--- src/rcl_regs.svh ---
// register offsets, field positions, reset values and counts of the receive clock control
// assumes byte addresses on a 32-bit Avalon-MM slave, one register per aligned word
`ifndef RCL_REGS_SVH
`define RCL_REGS_SVH

// =====================================================================
// register offsets
`define RCL_OFF_CLKCFG 5'h00
`define RCL_OFF_TRIP 5'h04
`define RCL_OFF_STATUS 5'h08
`define RCL_OFF_IRQSTAT 5'h0c
`define RCL_OFF_IRQMASK 5'h10

// =====================================================================
// field positions of the clock configuration register
`define RCL_CFG_RATE_LSB 0
`define RCL_CFG_CKSEL_LSB 4
`define RCL_CFG_HALF_LSB 8

// field positions of the status register
`define RCL_ST_ONREF_LSB 0
`define RCL_ST_FAULT_LSB 4
`define RCL_ST_STARVE_LSB 8

// =====================================================================
// reset values
`define RCL_RST_RATE 4'h0
`define RCL_RST_CKSEL 4'h0
`define RCL_RST_HALF 4'h0
`define RCL_RST_TRIP 8'h00
`define RCL_RST_MASK 4'h0

// =====================================================================
// pin vector layout, after the three-stage synchronisers
`define RCL_PIN_W 22
`define RCL_PIN_DEVRST 0
`define RCL_PIN_DETEN 1
`define RCL_PIN_ULC 2
`define RCL_PIN_RANGE 6
`define RCL_PIN_LEVEL 10
`define RCL_PIN_SER 18

// =====================================================================
// timing counts
`define RCL_DENS_LIMIT 6'h3c

`endif

--- src/rcl_pkg.sv ---
// types shared by the receive clock control modules
// assumes nothing beyond the compiler
package rcl_pkg;

	// rate of a receive clock output: dual-character, character or reference rate
	typedef enum logic [1:0] {RC_DUAL, RC_CHAR, RC_REF} rcl_rate_t;

	// transition density detector state
	typedef enum logic {DS_TRACK, DS_STARVED} rcl_dens_t;

endpackage

--- src/rcl_det_if.sv ---
// carrier between the clock control and its transition density detector
// assumes both ends run on the same clock
`timescale 1ns/1ps
`default_nettype none

interface rcl_det_if;
	logic [3:0] serBit;
	logic clear;
	logic [3:0] starved;

	modport ctl(output serBit, output clear, input starved);
	modport det(input serBit, input clear, output starved);
endinterface

`default_nettype wire

--- src/rcl_clock_ctrl.sv ---
// receive clock and lock-source control for four channels, with Avalon-MM registers
// assumes pins arrive asynchronously; clk stands in for the reference clock
//
// Design decisions made here: the Avalon-MM interface to the registers and the register addresses.
`timescale 1ns/1ps
`default_nettype none
`include "rcl_regs.svh"

module rcl_clock_ctrl (
	// clock and reset
	input wire logic clk,
	input wire logic rst,
	// avalon-mm slave
	input wire logic [4:0] avs_address,
	input wire logic avs_read,
	input wire logic avs_write,
	input wire logic [31:0] avs_writedata,
	output logic [31:0] avs_readdata,
	output logic avs_waitrequest,
	// device pins, asynchronous
	input wire logic devResetN,
	input wire logic detectorGateEnable,
	input wire logic [3:0] forceLocalClockN,
	input wire logic [3:0] rangeOk,
	input wire logic [7:0] levelCode,
	input wire logic [3:0] serialBit,
	// receive clock outputs and status
	output logic [3:0] receiveClockOutP,
	output logic [3:0] receiveClockOutN,
	output logic [3:0] receivePllOnRef,
	output logic [3:0] linkFaultOutN,
	output logic irq
);

	// =====================================================================
	// pin synchronisers
	logic [`RCL_PIN_W-1:0] pinRaw;
	logic [`RCL_PIN_W-1:0] pinS1_ff;
	logic [`RCL_PIN_W-1:0] pinS2_ff;
	logic [`RCL_PIN_W-1:0] pinS3_ff;
	logic [`RCL_PIN_W-1:0] pin_ff;
	logic [`RCL_PIN_W-1:0] nxt_pin;

	assign pinRaw = {serialBit, levelCode, rangeOk, forceLocalClockN, detectorGateEnable, devResetN};

	// a bit changes only once the second and third stages agree
	always_comb begin
		nxt_pin = (pinS2_ff & pinS3_ff) | (pin_ff & (pinS2_ff ^ pinS3_ff));
	end

	always_ff @(posedge clk) begin
		if (rst) begin
			pinS1_ff <= '0;
			pinS2_ff <= '0;
			pinS3_ff <= '0;
			pin_ff <= '0;
		end else begin
			pinS1_ff <= pinRaw;
			pinS2_ff <= pinS1_ff;
			pinS3_ff <= pinS2_ff;
			pin_ff <= nxt_pin;
		end
	end

	logic devHeld;
	logic clr;
	logic detEn;
	logic [3:0] ulcN;
	logic [3:0] rangeGood;
	logic [7:0] level;

	assign devHeld = ~pin_ff[`RCL_PIN_DEVRST];
	// device reset only clears this block; the bus handshake registers use rst alone
	assign clr = rst | devHeld;
	assign detEn = pin_ff[`RCL_PIN_DETEN];
	assign ulcN = pin_ff[`RCL_PIN_ULC +: 4];
	assign rangeGood = pin_ff[`RCL_PIN_RANGE +: 4];
	assign level = pin_ff[`RCL_PIN_LEVEL +: 8];

	// =====================================================================
	// transition density detector
	rcl_det_if detBus();
	assign detBus.serBit = pin_ff[`RCL_PIN_SER +: 4];
	assign detBus.clear = devHeld;

	rcl_density_det u_dens (
		.clk(clk),
		.rst(rst),
		.det(detBus.det)
	);

	// =====================================================================
	// registers and bus slave
	logic [3:0] rate_ff, cksel_ff, half_ff, mask_ff, irqStat_ff;
	logic [7:0] trip_ff;
	logic ack_ff;
	logic [31:0] rdata_ff;
	logic [3:0] nxt_rate, nxt_cksel, nxt_half, nxt_mask, nxt_irqStat;
	logic [7:0] nxt_trip;
	logic nxt_ack;
	logic [31:0] nxt_rdata;
	logic [3:0] fault_ff, onRef_ff;
	logic [3:0] faultNow, onRefNow, faultRise;
	logic [3:0] levelGood;

	function automatic logic hit(input logic [4:0] addr, input logic [4:0] off);
		hit = (addr == off);
	endfunction

	logic wrDone;
	// one wait cycle per access keeps the read data registered
	assign avs_waitrequest = (avs_read | avs_write) & ~ack_ff;
	assign wrDone = avs_write & ack_ff;
	assign avs_readdata = rdata_ff;

	always_comb begin
		nxt_ack = (avs_read | avs_write) & ~ack_ff;
		nxt_rate = rate_ff;
		nxt_cksel = cksel_ff;
		nxt_half = half_ff;
		nxt_trip = trip_ff;
		nxt_mask = mask_ff;
		nxt_rdata = rdata_ff;
		// a new fault wins over a clear in the same cycle
		nxt_irqStat = irqStat_ff;
		if (wrDone && hit(avs_address, `RCL_OFF_CLKCFG)) begin
			nxt_rate = avs_writedata[`RCL_CFG_RATE_LSB +: 4];
			nxt_cksel = avs_writedata[`RCL_CFG_CKSEL_LSB +: 4];
			nxt_half = avs_writedata[`RCL_CFG_HALF_LSB +: 4];
		end
		if (wrDone && hit(avs_address, `RCL_OFF_TRIP))
			nxt_trip = avs_writedata[7:0];
		if (wrDone && hit(avs_address, `RCL_OFF_IRQMASK))
			nxt_mask = avs_writedata[3:0];
		if (wrDone && hit(avs_address, `RCL_OFF_IRQSTAT))
			nxt_irqStat = irqStat_ff & ~avs_writedata[3:0];
		nxt_irqStat = nxt_irqStat | faultRise;
		if (avs_read & ~ack_ff) begin
			nxt_rdata = 32'h0000_0000;
			if (hit(avs_address, `RCL_OFF_CLKCFG)) begin
				nxt_rdata[`RCL_CFG_RATE_LSB +: 4] = rate_ff;
				nxt_rdata[`RCL_CFG_CKSEL_LSB +: 4] = cksel_ff;
				nxt_rdata[`RCL_CFG_HALF_LSB +: 4] = half_ff;
			end
			if (hit(avs_address, `RCL_OFF_TRIP))
				nxt_rdata[7:0] = trip_ff;
			if (hit(avs_address, `RCL_OFF_STATUS)) begin
				nxt_rdata[`RCL_ST_ONREF_LSB +: 4] = onRef_ff;
				nxt_rdata[`RCL_ST_FAULT_LSB +: 4] = fault_ff;
				nxt_rdata[`RCL_ST_STARVE_LSB +: 4] = detBus.starved;
			end
			if (hit(avs_address, `RCL_OFF_IRQSTAT))
				nxt_rdata[3:0] = irqStat_ff;
			if (hit(avs_address, `RCL_OFF_IRQMASK))
				nxt_rdata[3:0] = mask_ff;
		end
	end

	always_ff @(posedge clk) begin
		if (clr) begin
			rate_ff <= `RCL_RST_RATE;
			cksel_ff <= `RCL_RST_CKSEL;
			half_ff <= `RCL_RST_HALF;
			trip_ff <= `RCL_RST_TRIP;
			mask_ff <= `RCL_RST_MASK;
			irqStat_ff <= 4'h0;
		end else begin
			rate_ff <= nxt_rate;
			cksel_ff <= nxt_cksel;
			half_ff <= nxt_half;
			trip_ff <= nxt_trip;
			mask_ff <= nxt_mask;
			irqStat_ff <= nxt_irqStat;
		end
	end

	always_ff @(posedge clk) begin
		if (rst) begin
			ack_ff <= 1'b0;
			rdata_ff <= 32'h0000_0000;
		end else begin
			ack_ff <= nxt_ack;
			rdata_ff <= nxt_rdata;
		end
	end

	assign irq = |(irqStat_ff & mask_ff);

	// =====================================================================
	// lock source and link fault
	always_comb begin
		for (int i = 0; i < 4; i++) begin
			levelGood[i] = level[2*i +: 2] >= trip_ff[2*i +: 2];
			// gate high: all three detectors vote; gate low: range alone
			onRefNow[i] = ~ulcN[i] | ~rangeGood[i] |
				(detEn & (~levelGood[i] | detBus.starved[i]));
			faultNow[i] = ~ulcN[i] | ~rangeGood[i] | ~levelGood[i] | detBus.starved[i];
		end
		faultRise = faultNow & ~fault_ff;
	end

	always_ff @(posedge clk) begin
		if (clr) begin
			fault_ff <= 4'h0;
			onRef_ff <= 4'h0;
		end else begin
			fault_ff <= faultNow;
			onRef_ff <= onRefNow;
		end
	end

	assign receivePllOnRef = onRef_ff;
	assign linkFaultOutN = ~fault_ff;

	// =====================================================================
	// receive clock outputs
	genvar gc;
	generate
		for (gc = 0; gc < 4; gc++) begin : g_clk
			rcl_pkg::rcl_rate_t rateNow, rateCode_ff;
			logic phase_ff, wave_ff;
			logic nxt_phase, nxt_wave;

			always_comb begin
				if (half_ff[gc] && cksel_ff[gc])
					rateNow = rcl_pkg::RC_REF;
				else if (rate_ff[gc])
					rateNow = rcl_pkg::RC_CHAR;
				else
					rateNow = rcl_pkg::RC_DUAL;
				nxt_phase = ~phase_ff;
				// runs without a stop in every mode; dual rate toggles half as often
				case (rateCode_ff)
					rcl_pkg::RC_DUAL: nxt_wave = phase_ff ? ~wave_ff : wave_ff;
					rcl_pkg::RC_CHAR: nxt_wave = ~wave_ff;
					rcl_pkg::RC_REF: nxt_wave = ~wave_ff;
					default: nxt_wave = ~wave_ff;
				endcase
			end

			// the extra register stage is the phase delay toward the data
			always_ff @(posedge clk) begin
				if (clr) begin
					rateCode_ff <= rcl_pkg::RC_DUAL;
					// phase high first: the first edge after reset toggles, no three-cycle stall
					phase_ff <= 1'b1;
					wave_ff <= 1'b0;
				end else begin
					rateCode_ff <= rateNow;
					phase_ff <= nxt_phase;
					wave_ff <= nxt_wave;
				end
			end

			assign receiveClockOutP[gc] = wave_ff;
			assign receiveClockOutN[gc] = ~wave_ff;

			a_rate_ref: assert property (@(posedge clk) disable iff (clr)
				(half_ff[gc] && cksel_ff[gc]) |=> (rateCode_ff == rcl_pkg::RC_REF))
				else $error("half reference with source 1 not at reference rate");

			a_rate_follow: assert property (@(posedge clk) disable iff (clr)
				!(half_ff[gc] && cksel_ff[gc]) |=>
				(rateCode_ff == ($past(rate_ff[gc]) ? rcl_pkg::RC_CHAR : rcl_pkg::RC_DUAL)))
				else $error("receive clock rate ignores the rate select");

			a_clock_runs: assert property (@(posedge clk) disable iff (clr)
				(wave_ff == $past(wave_ff)) |=> (wave_ff != $past(wave_ff)))
				else $error("receive clock stalled for more than two cycles");
		end
	endgenerate

	// =====================================================================
	// checks
	a_ulc_fault: assert property (@(posedge clk) disable iff (clr)
		!ulcN[0] |=> !linkFaultOutN[0] && receivePllOnRef[0])
		else $error("local clock forced but no fault or no reference lock");

	a_gate_starved: assert property (@(posedge clk) disable iff (clr)
		(detEn && detBus.starved[3]) |=> receivePllOnRef[3])
		else $error("starved stream did not move pll to reference");

	a_range_only: assert property (@(posedge clk) disable iff (clr)
		(!detEn && ulcN[2] && rangeGood[2]) |=> !receivePllOnRef[2])
		else $error("gate low but a detector other than range took effect");

	a_bus_wait: assert property (@(posedge clk) disable iff (rst)
		(avs_read || avs_write) && avs_waitrequest |=> !avs_waitrequest)
		else $error("bus access waited more than one cycle");

	a_irq_set: assert property (@(posedge clk) disable iff (clr)
		$fell(linkFaultOutN[3]) |-> irqStat_ff[3] ##1 irqStat_ff[3] || !$past(wrDone))
		else $error("link fault did not set its status bit");

	a_dev_reset: assert property (@(posedge clk) disable iff (rst)
		devHeld |=> (rate_ff == `RCL_RST_RATE) && (cksel_ff == `RCL_RST_CKSEL)
		&& (linkFaultOutN == 4'hf))
		else $error("device reset left configuration or fault state set");

endmodule

`default_nettype wire

--- src/rcl_density_det.sv ---
// transition density detector for four channels
// assumes serBit already synchronised, one serial bit sample per clock
`timescale 1ns/1ps
`default_nettype none
`include "rcl_regs.svh"

module rcl_density_det (
	// clock and reset
	input wire logic clk,
	input wire logic rst,
	// detector side
	rcl_det_if.det det
);

	// =====================================================================
	// per-channel run counter
	genvar gi;
	generate
		for (gi = 0; gi < 4; gi++) begin : g_ch
			logic lastBit_ff;
			logic [5:0] runCnt_ff;
			rcl_pkg::rcl_dens_t state_ff;
			logic nxt_lastBit;
			logic [5:0] nxt_runCnt;
			rcl_pkg::rcl_dens_t nxt_state;

			always_comb begin
				nxt_lastBit = det.serBit[gi];
				nxt_runCnt = runCnt_ff;
				nxt_state = state_ff;
				if (det.clear) begin
					nxt_runCnt = 6'h00;
					nxt_state = rcl_pkg::DS_TRACK;
				end else if (det.serBit[gi] != lastBit_ff) begin
					nxt_runCnt = 6'h00;
					nxt_state = rcl_pkg::DS_TRACK;
				end else begin
					case (state_ff)
						rcl_pkg::DS_TRACK: begin
							// sixty bits with no transition trips the detector
							if (runCnt_ff == `RCL_DENS_LIMIT - 6'h01)
								nxt_state = rcl_pkg::DS_STARVED;
							else
								nxt_runCnt = runCnt_ff + 6'h01;
						end
						rcl_pkg::DS_STARVED: nxt_state = rcl_pkg::DS_STARVED;
						default: nxt_state = rcl_pkg::DS_TRACK;
					endcase
				end
			end

			always_ff @(posedge clk) begin
				if (rst) begin
					lastBit_ff <= 1'b0;
					runCnt_ff <= 6'h00;
					state_ff <= rcl_pkg::DS_TRACK;
				end else begin
					lastBit_ff <= nxt_lastBit;
					runCnt_ff <= nxt_runCnt;
					state_ff <= nxt_state;
				end
			end

			assign det.starved[gi] = (state_ff == rcl_pkg::DS_STARVED);

			a_starve_clear: assert property (@(posedge clk) disable iff (rst)
				(det.serBit[gi] != lastBit_ff) |=> !det.starved[gi])
				else $error("detector stayed starved after a transition");
		end
	endgenerate

	// helper: consecutive samples of channel 3 without a change
	// the previous bit follows the stream through a clear, as the detector's does
	logic [6:0] quiet_ff;
	logic prevBit_ff;
	always_ff @(posedge clk) begin
		if (rst) begin
			quiet_ff <= 7'h00;
			prevBit_ff <= 1'b0;
		end else begin
			prevBit_ff <= det.serBit[3];
			if (det.clear || (det.serBit[3] != prevBit_ff))
				quiet_ff <= 7'h00;
			else if (quiet_ff != 7'h7f)
				quiet_ff <= quiet_ff + 7'h01;
		end
	end

	a_starve_after60: assert property (@(posedge clk) disable iff (rst)
		(quiet_ff == 7'h3d) |-> det.starved[3])
		else $error("sixty quiet bits did not trip the detector");

	a_starve_early: assert property (@(posedge clk) disable iff (rst)
		$rose(det.starved[3]) |-> (quiet_ff == 7'h3c))
		else $error("detector tripped before sixty quiet bits");

endmodule

`default_nettype wire

--- config.mk ---
export PLATFORM = sky130hd
export DESIGN_NAME = rcl_clock_ctrl
export DESIGN_NICKNAME = d
export VERILOG_FILES = /design/src/rcl_pkg.sv /design/src/rcl_det_if.sv /design/src/rcl_clock_ctrl.sv /design/src/rcl_density_det.sv
export VERILOG_INCLUDE_DIRS = /design/src /design/src/src
export SDC_FILE = /design/constraint.sdc
export NUM_CORES = 1
export LEC_CHECK = 0
export BUFFER_PORTS_ARGS = -buffer_cell sky130_fd_sc_hd__buf_2
export CORE_AREA = 2 2 156 158
export CTS_CLUSTER_DIAMETER = 40
export DETAILED_ROUTE_END_ITERATION = 16
export DIE_AREA = 0 0 158 160
export PLACE_DENSITY = 0.58
export RECOVER_POWER = 25
export SETUP_SLACK_MARGIN = 0.05
export SYNTH_ARGS = -nofsm -noshare
export SYNTH_HDL_FRONTEND = slang
export SYNTH_SLANG_ARGS = --single-unit
--- constraint.sdc ---
create_clock -name clk -period 3.9 [get_ports clk]
set_clock_uncertainty 0.1 [all_clocks]
set_input_delay 0.39 -clock clk [delete_from_list [all_inputs] [get_ports clk]]
set_output_delay 0.39 -clock clk [all_outputs]
set_load 0.1 [all_outputs]
# --- After elaboration in Yosys (flattened, before gate mapping) ---
# Cells that the tools add are included.
word_totals:
  wordCells: 191
  ff_bits: 185
  output_inout_bits: 50
op_classes:
  n_eq_ne: 16
  bitwise: 69
  muxes: 30
  reduce_logical: 26
  add_sub_neg: 4
  order_cmp: 4
op_table:
  columns: ["operator", "n"]
  rows:
  - ["AND 22 bit", 2]
  - ["inverter 1 bit", 30]
  - ["adder 6 x 1 -> 6 bit, second input constant", 4]
  - ["== test 6 bit, second input constant", 4]
  - ["two-way mux 12 bit", 2]
  - ["OR 1 bit", 22]
  - ["OR 22 bit", 1]
  - ["bitwise XOR 22 bit", 1]
  - ["two-way mux 1 bit", 16]
  - ["AND 4 bit", 3]
  - ["two-way mux 4 bit", 3]
  - ["OR reduction 3 bit", 4]
  - ["== test 5 x 4 -> 1 bit, second input constant", 2]
  - [">= comparator 2 bit", 4]
  - ["logical AND 1 bit", 8]
  - ["logical NOT 2 bit", 4]
  - ["two-way mux 2 bit", 4]
  - ["two-way mux 8 bit", 1]
  - ["inequality test 2 bit, second input constant", 4]
  - ["inverter 4 bit", 2]
  - ["case mux 1 bit (2 select lines)", 4]
  - ["AND reduction 2 bit", 4]
  - ["OR reduction 2 bit", 4]
  - ["AND 1 bit", 7]
  - ["6 further kinds", 9]

# --- Logic depth before layout (Yosys ltp) ---
# Gate-level depths: netlist (run 1).
logic_depth:
  ltp_word: 6
  ltp_mapped: 7
  depth_no_buf: 6

# --- Cells and area by module ---
# A second synthesis (run 1) with hierarchy kept.
unflattened:
  cells_unflattened: 725
  area_unflattened_um2: 7065.5
by_module_without_submodules:
  columns: ["module", "area_per_inst_um2", "n_inst", "cells_per_inst", "seq_area_each_um2"]
  rows:
  - ["rcl_clock_ctrl", 5650.4, 1, 570, 3062.9]
  - ["rcl_density_det", 1415.1, 1, 155, 640.6]

# --- Worst setup path before layout (run 1) ---
# No wires, ideal clock.
synth_timing:
  path_type: "input to output"
  from: "input port avs_write"
  to: "output port avs_waitrequest"
  slack_ns: 1.724
  path_buffers: 0
  stages: 2
  required_time_ns: 3.410
  t_arrival_ns: 1.686
  path_cell_list: "nor2_1 -> nor2_1"
synth_via:
  elab_chain_cells: 2
synth_rtl:
  columns: ["element", "line_no", "source"]
  rows:
  - ["start, declared", "rcl_clock_ctrl.sv:16", "input wire logic avs_write,"]
  - ["OR 1 bit", "rcl_clock_ctrl.sv:112", "assign avs_waitrequest = (avs_read | avs_write) & ~ack_ff;"]
  - ["AND 1 bit", "rcl_clock_ctrl.sv:112", null]
  - ["end, declared", "rcl_clock_ctrl.sv:19", "output logic avs_waitrequest,"]
# Every way passes these cells.

# --- Worst setup path in the final report (run 1) ---
layout_timing:
  from: "input port rst"
  to: "register u_dens.g_ch[1].runCnt_ff[0]"
layout_via:
  elab_chain_cells: 1
layout_rtl:
  columns: ["element", "line_no", "source"]
  rows:
  - ["start, declared", "rcl_clock_ctrl.sv:12", "input wire logic rst,"]
  - ["OR reduction 3 bit (no source line)", null, null]
  - ["end signal, assigned", "rcl_density_det.sv:59", "runCnt_ff <= nxt_runCnt;"]
  - ["end, declared", "rcl_density_det.sv:21", "logic [5:0] runCnt_ff;"]
# Every way passes these cells.
# A chain may end at the register's enable or synchronous reset.

==> summary.json, run 1 <==
{
  "core.rowCount": {"value": 57},
  "launch_instance_of_the_worst_register_to_register_path": {"value": "ack_ff"},
  "floorplan.die_area": {"value": 25300, "unit": "sq um"},
  "grtUsageTotal": {"value": 11.4, "unit": "%"},
  "tritoncts": {"value": "yes"},
  "post_cts.repair.setup_buffers": {"value": 0},
  "worst_slew_margin_rel": {"value": -28.3, "unit": "%"},
  "final-max-slew-violation-count": {"value": 46},
  "cp_slowest_cell": {"value": "clkbuf_1"},
  "cts_htree_levels": {"value": 4},
  "die_width": {"value": 158, "unit": "um"},
  "insertedDiodeCount": {"value": 0},
  "worst_slew_pin_tran": {"value": 1930, "unit": "ps"},
  "grt_antenna_before_repair": {"value": 0},
  "cts_sinks": {"value": 185},
  "layout.filler_cells": {"value": 2514},
  "holdPathStages": {"value": 2},
  "critical_path.reg2reg.endpoint": {"value": "avs_readdata[4]"},
  "cp_data_arrival_time": {"value": 2860, "unit": "ps"},
  "routed_wirelength": {"value": 13800, "unit": "um"},
  "weighted_congestion_reported_at_the_end_of_routability_driven_placement": {"value": 0.791},
  "syn-mean-instance-area": {"value": 9.57, "unit": "sq um"},
  "area_delta_synth_final": {"value": 15.9, "unit": "%"},
  "clk_latency": {"value": 440, "unit": "ps"},
  "worst_path_clk_slew": {"value": 80, "unit": "ps"},
  "layout.cells.non_filler": {"value": 1120},
  "ctsResizeCount": {"value": 0},
  "achievable-frequency": {"value": 376, "unit": "MHz"},
  "vdd.ir_drop.worst": {"value": 0.268, "unit": "mV"},
  "ant_nets": {"value": 0},
  "tritoncts.num_buffers": {"value": 17},
  "leakage_power": {"value": 3.22, "unit": "nW"},
  "area_used_by_multi_input_combinational_logic": {"value": 2880, "unit": "sq um"},
  "synth_largest_type_area_fraction": {"value": 53.4, "unit": "%"},
  "crit_type": {"value": "input pin to flip-flop"},
  "placedCellCount": {"value": 1088},
  "synth-seq-area-share": {"value": 53.4, "unit": "%"},
  "slowest_delay": {"value": 1350, "unit": "ps"},
  "switchingPower": {"value": 1.01, "unit": "mW"},
  "vias": {"value": 4758},
  "synth_cell_area": {"value": 6940, "unit": "sq um"},
  "initial_utilization": {"value": 29.1, "unit": "%"},
  "comb_power_share": {"value": 5.8, "unit": "%"},
  "required_arrival_time_at_the_worst_endpoint": {"value": 4110, "unit": "ps"},
  "path_max_fanout": {"value": 45},
  "drt_iter0_drc": {"value": 242},
  "fp.coreArea": {"value": 23800, "unit": "sq um"},
  "final-seq-area": {"value": 3700, "unit": "sq um"},
  "end_point_of_the_most_critical_hold_path": {"value": "pinS1_ff[7]"},
  "worst_setup_path_start_kind": {"value": "input pin"},
  "power-per-cell-area": {"value": 476, "unit": "nW/um^2"},
  "setup.reg_to_reg.worst_slack": {"value": 1760, "unit": "ps"},
  "dr.pass1.iters": {"value": 4},
  "grt_remaining_overflow": {"value": 0},
  "cp.buffers_inverters": {"value": 1},
  "share_of_cells_above_drive_strength_1": {"value": 13.9, "unit": "%"},
  "grt_first_pass_wirelength": {"value": 22300, "unit": "um"},
  "cts-hold-fix-buffers": {"value": 0},
  "finalCriticalPeriod": {"value": 2660, "unit": "ps"},
  "synth_top_cell_by_area": {"value": "dfxtp_1"},
  "cells_along_the_critical_path": {"value": "clkbuf_1 > nor2b_2 > nand2_1 > nor2_1"},
  "cp_delay_by_family_top": {"value": "buffers and inverters"},
  "sw_frac_of_total": {"value": 26.3, "unit": "%"},
  "grt_setup_unrepaired": {"value": "no"},
  "max_cap_violations": {"value": 1},
  "vias_per_cell": {"value": 4.25},
  "ff2ff_path_depth": {"value": 4},
  "first_global_vias": {"value": 4300},
  "critical_path.endpoint_type": {"value": "flip-flop"},
  "worstHoldPathType": {"value": "input pin to flip-flop"},
  "post-route-period-util": {"value": 68.1, "unit": "%"},
  "internal_power": {"value": 2.82, "unit": "mW"},
  "die_height": {"value": 160, "unit": "um"},
  "drc": {"value": 0},
  "place_hpwl": {"value": 9810, "unit": "um"},
  "cts_max_path_buffers": {"value": 2},
  "worst_hold_startpoint": {"value": "rangeOk[1]"},
  "finish.net_count": {"value": 880},
  "violations_in_the_final_reports": {"value": "capacitance limit, slew limit"},
  "power.share.clock": {"value": 43.8, "unit": "%"},
  "outcome": {"value": "finished with violations"},
  "seq_power_share": {"value": 50.5, "unit": "%"},
  "grt_max_degree": {"value": 64},
  "timing.final.setup_violations": {"value": 0},
  "synth-warning-count": {"value": 0},
  "yosysUniqueCellTypes": {"value": 41},
  "timing_hold_violations_final": {"value": 0},
  "biggest_area_contributors_in_the_synthesized_netlist": {"value": "dfxtp_1, nor2b_1, ha_1"},
  "post_synth_inst_count": {"value": 725},
  "fin_setup_tns": {"value": 0, "unit": "ps"},
  "post_drt_wl_per_cell": {"value": 12.4, "unit": "um"},
  "ctsRootBufferMaster": {"value": "clkbuf_16"},
  "synth-seq-cells": {"value": 185},
  "top_level_ports": {"value": 113},
  "count_of_buffers_from_port_buffering": {"value": 72}
}
[cells by family after synthesis]
kind of cell,after synthesis,share of synthesized area (%)
xor+xnor,16,2.02
buf+inv,78,6.10
mux,23,3.34
compound gates,114,9.24
flops,185,53.4
fa+ha+maj,34,6.13
simple gates,274,19.7
other cells,1,0.0541
[final cells by class]
cell class	instances	share of cell area (%)
clock inverters	15	1.96
well taps	324	5.04
inverters	24	1.12
multi-input cells	481	35.9
repair buffers	74	4.65
clock buffers	17	5.29
flip-flops and latches	185	46.1
[worst register-to-register path, delay by kind of cell, from the launching register on]
kind | cells | cell delay, ps
AO/OA/AOI/OAI | 1 | 150
flip-flops | 1 | 370
AND/OR/NAND/NOR | 3 | 1460
[cell usage after synthesis, drive strengths merged]
cell       n
clkbuf    18
o21ai     21
inv       24
o2bb2ai    4
nand4      1
nor4       1
xnor2     12
dfxtp    185
o31ai      4
xor2       4
and3       8
nand2     65
a21o       4
a211oi     3
buf       36
or4b       1
o22ai      3
and2       1
mux2       1
a21oi     64
nand2b    11
nor3      17
ha        34
a221oi     1
mux2i     22
or4        2
nand4b     5
a22oi      6
nor3b      1
nor2      78
conb       1
nor2b     73
nand3      1
a31oi      4
or3        9
[state kept, by name, indices dropped and copies added (netlist names), 8 cells and up]
| signal | flops |
|---|---|
| trip_ff | 8 |
| pinS1_ff | 22 |
| g_clk.rateCode_ff | 8 |
| pinS2_ff | 22 |
| avs_readdata | 12 |
| pin_ff | 22 |
| u_dens.g_ch.runCnt_ff | 24 |
| pinS3_ff | 22 |
[through the flow]
stage	setup slack (ps)	util, %	instance area, sq um	hold slack [ps]	total power, mW
3_5_place_dp	1430	31.3	7460	270	2.20
2_1_floorplan	1720	-	7010	259	2.17
3_3_place_gp	1470	31.3	7460	264	2.20
6_report	1240	33.7	8040	51.8	3.83
4_1_cts	1740	33.8	8040	38.9	3.87
5_1_grt	811	33.7	8040	38.5	3.98
[power groups by stage]
stage	Sequential [mW]	Clock (mW)	Combinational, mW
2_1_floorplan	1.99	0	0.177
6_report	1.93	1.68	0.221
3_3_place_gp	1.98	0	0.223
4_1_cts	1.93	1.71	0.223
3_5_place_dp	1.98	0	0.222
5_1_grt	1.93	1.81	0.238
[per-layer routing]
metal | GRT usage [%] | wire length, um | up-vias
li1 | - | - | 2482
met1 | 15.5 | 6790 | 2151
met2 | 17.1 | 6010 | 113
met3 | 3.61 | 847 | 12
met4 | 3.60 | 191 | 0
met5 | 0 | 0 | -
[worst max path at each step]
stage              startpoint                          end  slack (ps)  cells past startpoint
3_3_place_gp   avs_address[2]                   half_ff[1]        1470                      5
2_1_floorplan       avs_write              avs_waitrequest        1720                      2
3_5_place_dp   avs_address[2]                   half_ff[1]        1430                      5
5_1_grt                   rst      u_dens.g_ch[2].state_ff         810                      4
6_report                  rst  u_dens.g_ch[1].runCnt_ff[0]        1240                      4
4_1_cts                ack_ff              avs_readdata[5]        1740                      4
[cell usage in the layout, fill, tap and decap left out, types with 6 or more instances in the layout]
| cell | netlist | layout |
|---|---|---|
| nor2_1 | 78 | 78 |
| mux2i_1 | 22 | 22 |
| a21oi_1 | 64 | 64 |
| xnor2_1 | 12 | 12 |
| ha_1 | 34 | 34 |
| nor3_1 | 16 | 16 |
| nor2b_1 | 73 | 72 |
| o21ai_0 | 21 | 21 |
| and3_1 | 8 | 8 |
| conb_1 | 1 | 20 |
| a22oi_1 | 6 | 6 |
| inv_1 | 24 | 24 |
| nand2b_1 | 11 | 11 |
| clkbuf_16 | 0 | 17 |
| dfxtp_1 | 185 | 185 |
| buf_2 | 2 | 71 |
| or3_1 | 8 | 8 |
| nand2_1 | 65 | 65 |
Power figures use the tool's default switching activity.
==> run 2: changes to the inputs <==
ABC_AREA = 1   (was default)
CORE_AREA = 2 2 159 161   (was 2 2 156 158)
DIE_AREA = 0 0 161 163   (was 0 0 158 160)
clock period = 2.7 ns   (was 3.9 ns; I/O delays follow)
==> run 2 against run 1 <==
  * The flow still finishes with violations (capacitance limit, slew limit)
  * Largest cell class unchanged
  * Non-clock buffer count increased by 29
  * Largest power group unchanged
  * Critical path depth up 1
  * Power grew 48%
  * Sequential power up 45%
  * Worst hold slack worse by 42 ps
==> summary.json, run 2 <==
{
  "core.rowCount": {"value": 58},
  "post-route-period-util": {"value": 74.3, "unit": "%"},
  "cp_data_arrival_time": {"value": 1640, "unit": "ps"},
  "die_width": {"value": 161, "unit": "um"},
  "synth-warning-count": {"value": 0},
  "finalCoreUtilization": {"value": 34.8, "unit": "%"},
  "library_cell_with_the_highest_instance_count_after_synthesis": {"value": "dfxtp_1"},
  "critical_path.endpoint_type": {"value": "output pin"},
  "biggest_area_contributors_in_the_synthesized_netlist": {"value": "dfxtp_1, inv_1, nor2_1"},
  "routed_wirelength": {"value": 14700, "unit": "um"},
  "ant_nets": {"value": 0},
  "vdd.ir_drop.worst": {"value": 0.338, "unit": "mV"},
  "grt_max_degree": {"value": 96},
  "comb_power_share": {"value": 7.5, "unit": "%"},
  "most-common-layout-cells": {"value": "dfxtp_1, inv_1, nor2_1"},
  "cells_along_the_critical_path": {"value": "inv_1 > o21ai_0 > a21oi_1 > o21ai_1 > buf_2"},
  "cts_htree_levels": {"value": 4},
  "final-max-slew-violation-count": {"value": 96},
  "synth-edff-count": {"value": 0},
  "fp.coreArea": {"value": 24700, "unit": "sq um"},
  "worst_setup_path_start_kind": {"value": "flip-flop"},
  "post_cts.repair.setup_buffers": {"value": 0},
  "post_dp_cell_area": {"value": 7750, "unit": "sq um"},
  "cts_max_path_buffers": {"value": 2},
  "grtUsageTotal": {"value": 11.5, "unit": "%"},
  "top_level_ports": {"value": 113},
  "synth-seq-cells": {"value": 185},
  "area_delta_synth_final": {"value": 18.8, "unit": "%"},
  "fin_setup_tns": {"value": 0, "unit": "ps"},
  "sw_frac_of_total": {"value": 25.8, "unit": "%"},
  "place_hpwl": {"value": 10300, "unit": "um"},
  "clk_latency": {"value": 450, "unit": "ps"},
  "crit_type": {"value": "flip-flop to output pin"},
  "fin_ws": {"value": 694, "unit": "ps"},
  "dr.pass1.iters": {"value": 5},
  "launch_instance_of_the_worst_register_to_register_path": {"value": "pin_ff[0]"},
  "grt_remaining_overflow": {"value": 0},
  "max_flop_register": {"value": "u_dens.g_ch.runCnt_ff"},
  "drc": {"value": 0},
  "worst_path_clk_slew": {"value": 70, "unit": "ps"},
  "path_max_fanout": {"value": 2},
  "yosysUniqueCellTypes": {"value": 32},
  "finalCriticalPeriod": {"value": 2010, "unit": "ps"},
  "critical_path.reg2reg.endpoint": {"value": "u_dens.g_ch[1].runCnt_ff[2]"},
  "insertedDiodeCount": {"value": 0},
  "ctsRootBufferMaster": {"value": "clkbuf_16"},
  "internal_power": {"value": 4.19, "unit": "mW"},
  "cts_sinks": {"value": 185},
  "grt_antenna_before_repair": {"value": 0},
  "vias": {"value": 5440},
  "slowest_delay": {"value": 470, "unit": "ps"},
  "drt_iter0_drc": {"value": 341},
  "violations_in_the_final_reports": {"value": "capacitance limit, slew limit"},
  "max_cap_violations": {"value": 1},
  "endpoint": {"value": "irq"},
  "leakage_power": {"value": 3.70, "unit": "nW"},
  "tritoncts": {"value": "yes"},
  "ff2ff_path_depth": {"value": 6},
  "finish.net_count": {"value": 1070},
  "first_global_vias": {"value": 4773},
  "seq_power_share": {"value": 49.7, "unit": "%"},
  "syn-mean-instance-area": {"value": 8.17, "unit": "sq um"},
  "synth_top_cell_by_area": {"value": "dfxtp_1"},
  "post_drt_wl_per_cell": {"value": 11.2, "unit": "um"},
  "grt_first_pass_wirelength": {"value": 23700, "unit": "um"},
  "place_worst_setup_slack": {"value": 627, "unit": "ps"},
  "worstHoldPathType": {"value": "input pin to flip-flop"},
  "post_synth_inst_count": {"value": 885},
  "worst_slew_pin_tran": {"value": 1820, "unit": "ps"},
  "required_arrival_time_at_the_worst_endpoint": {"value": 2330, "unit": "ps"},
  "startpoint": {"value": "mask_ff[3]"},
  "final_design_area_no_fill": {"value": 8590, "unit": "sq um"},
  "timing.final.setup_violations": {"value": 0},
  "outcome": {"value": "finished with violations"},
  "synth_cell_area": {"value": 7230, "unit": "sq um"},
  "post_synth_most_frequent_cells": {"value": "dfxtp_1, inv_1, nor2_1"},
  "layout.cells.most_common": {"value": "dfxtp_1"},
  "async_reset_ff_share": {"value": 0, "unit": "%"},
  "vias_per_cell": {"value": 4.13},
  "layout.filler_cells": {"value": 2607},
  "switchingPower": {"value": 1.46, "unit": "mW"},
  "synth_largest_type_area_fraction": {"value": 51.2, "unit": "%"},
  "timing_hold_violations_final": {"value": 0},
  "largest_register_ffs": {"value": 24},
  "setup.reg_to_reg.worst_slack": {"value": 720, "unit": "ps"},
  "worst_slew_margin_rel": {"value": -21.3, "unit": "%"},
  "synth-seq-area-share": {"value": 51.2, "unit": "%"},
  "share_of_cells_above_drive_strength_1": {"value": 13.6, "unit": "%"},
  "weighted_congestion_reported_at_the_end_of_routability_driven_placement": {"value": 0.838},
  "tritoncts.num_buffers": {"value": 17},
  "cp_slowest_cell": {"value": "buf_2"},
  "power-per-cell-area": {"value": 657, "unit": "nW/um^2"},
  "yosys_most_used_dff": {"value": "dfxtp_1"},
  "die_height": {"value": 163, "unit": "um"},
  "floorplan.die_area": {"value": 26200, "unit": "sq um"},
  "grt_setup_unrepaired": {"value": "no"},
  "achievable-frequency": {"value": 499, "unit": "MHz"},
  "power.share.clock": {"value": 42.8, "unit": "%"},
  "count_of_buffers_from_port_buffering": {"value": 72},
  "initial_utilization": {"value": 29.3, "unit": "%"}
}
## run 2: cell types whose count changed after synthesis, sizes merged, moves of 11 or more
cell,delta
nand2b,-11
inv,+138
nand3,+23
mux2i,-22
nand2,+27
o21ai,+38
nand4,+11
nor2,+80
xnor2,-12
nor2b,-73
## run 2: how the worst min path moves through the flow
stage / cells past startpoint / end / from
after detailed placement: 1 / g_clk[0].phase_ff / g_clk[0].phase_ff
after floorplan: 1 / g_clk[0].phase_ff / g_clk[0].phase_ff
final: 3 / ack_ff / avs_read
after CTS: 3 / trip_ff[6] / avs_writedata[6]
after global placement: 1 / g_clk[3].phase_ff / g_clk[3].phase_ff
after global routing: 3 / cksel_ff[2] / avs_writedata[6]
## run 2: layer usage
layer | track usage (%) | vias to the layer above | wire (um)
met5 | 0 | - | 0
met4 | 4.14 | 0 | 229
met3 | 3.46 | 17 | 722
met2 | 17.6 | 126 | 6240
li1 | - | 2889 | -
met1 | 15.5 | 2408 | 7520
## run 2: power groups by stage
stage | sequential [mW] | combinational (mW) | clock, mW
2_1_floorplan | 2.94 | 0.266 | 0
3_3_place_gp | 2.87 | 0.393 | 0
3_5_place_dp | 2.87 | 0.393 | 0
4_1_cts | 2.80 | 0.427 | 2.49
5_1_grt | 2.81 | 0.457 | 2.60
6_report | 2.80 | 0.424 | 2.42
## run 2: area by class of cell
class / instances / area (sq um) / area share, %
well taps: 330 / 413 / 4.80
flip-flops and latches: 185 / 3700 / 43.1
clock buffers: 18 / 439 / 5.11
multi-input cells: 503 / 2620 / 30.5
inverters: 163 / 624 / 7.26
clock inverters: 14 / 138 / 1.60
repair buffers: 103 / 659 / 7.67
## run 2: logic make-up (layout without fill, tap and decap cells)
kind of cell | Yosys count | count (layout) | synth area share, %
AND/OR/NAND/NOR | 303 | 303 | 18.3
buffers and inverters | 216 | 298 | 13.5
flip-flops | 185 | 185 | 51.2
AO/OA/AOI/OAI | 146 | 146 | 11.0
adder cells (fa/ha/maj) | 34 | 34 | 5.88
other | 1 | 20 | 0.0519
## run 2: per-stage QoR
step / power, mW / std cells / hold slack (ps)
finish: 5.65 / 1316 / 10.3
global route: 5.87 / 1316 / 31.9
global placement: 3.26 / 1256 / 274
floorplan: 3.20 / 904 / 267
CTS: 5.72 / 1316 / 9.66
detailed placement: 3.26 / 1256 / 279
## run 2: timing repair
item | in CTS | in global routing
endpoints found under the hold margin | 28 | 0
gates resized for setup | 0 | 0
hold buffers | 28 | 0
## run 2: worst max-delay path, delay by kind of cell (launching register included)
| family | cells | cell delay (ps) |
|---|---|---|
| AO/OA/AOI/OAI | 3 | 340 |
| flip-flops | 1 | 330 |
| buffers and inverters | 2 | 520 |
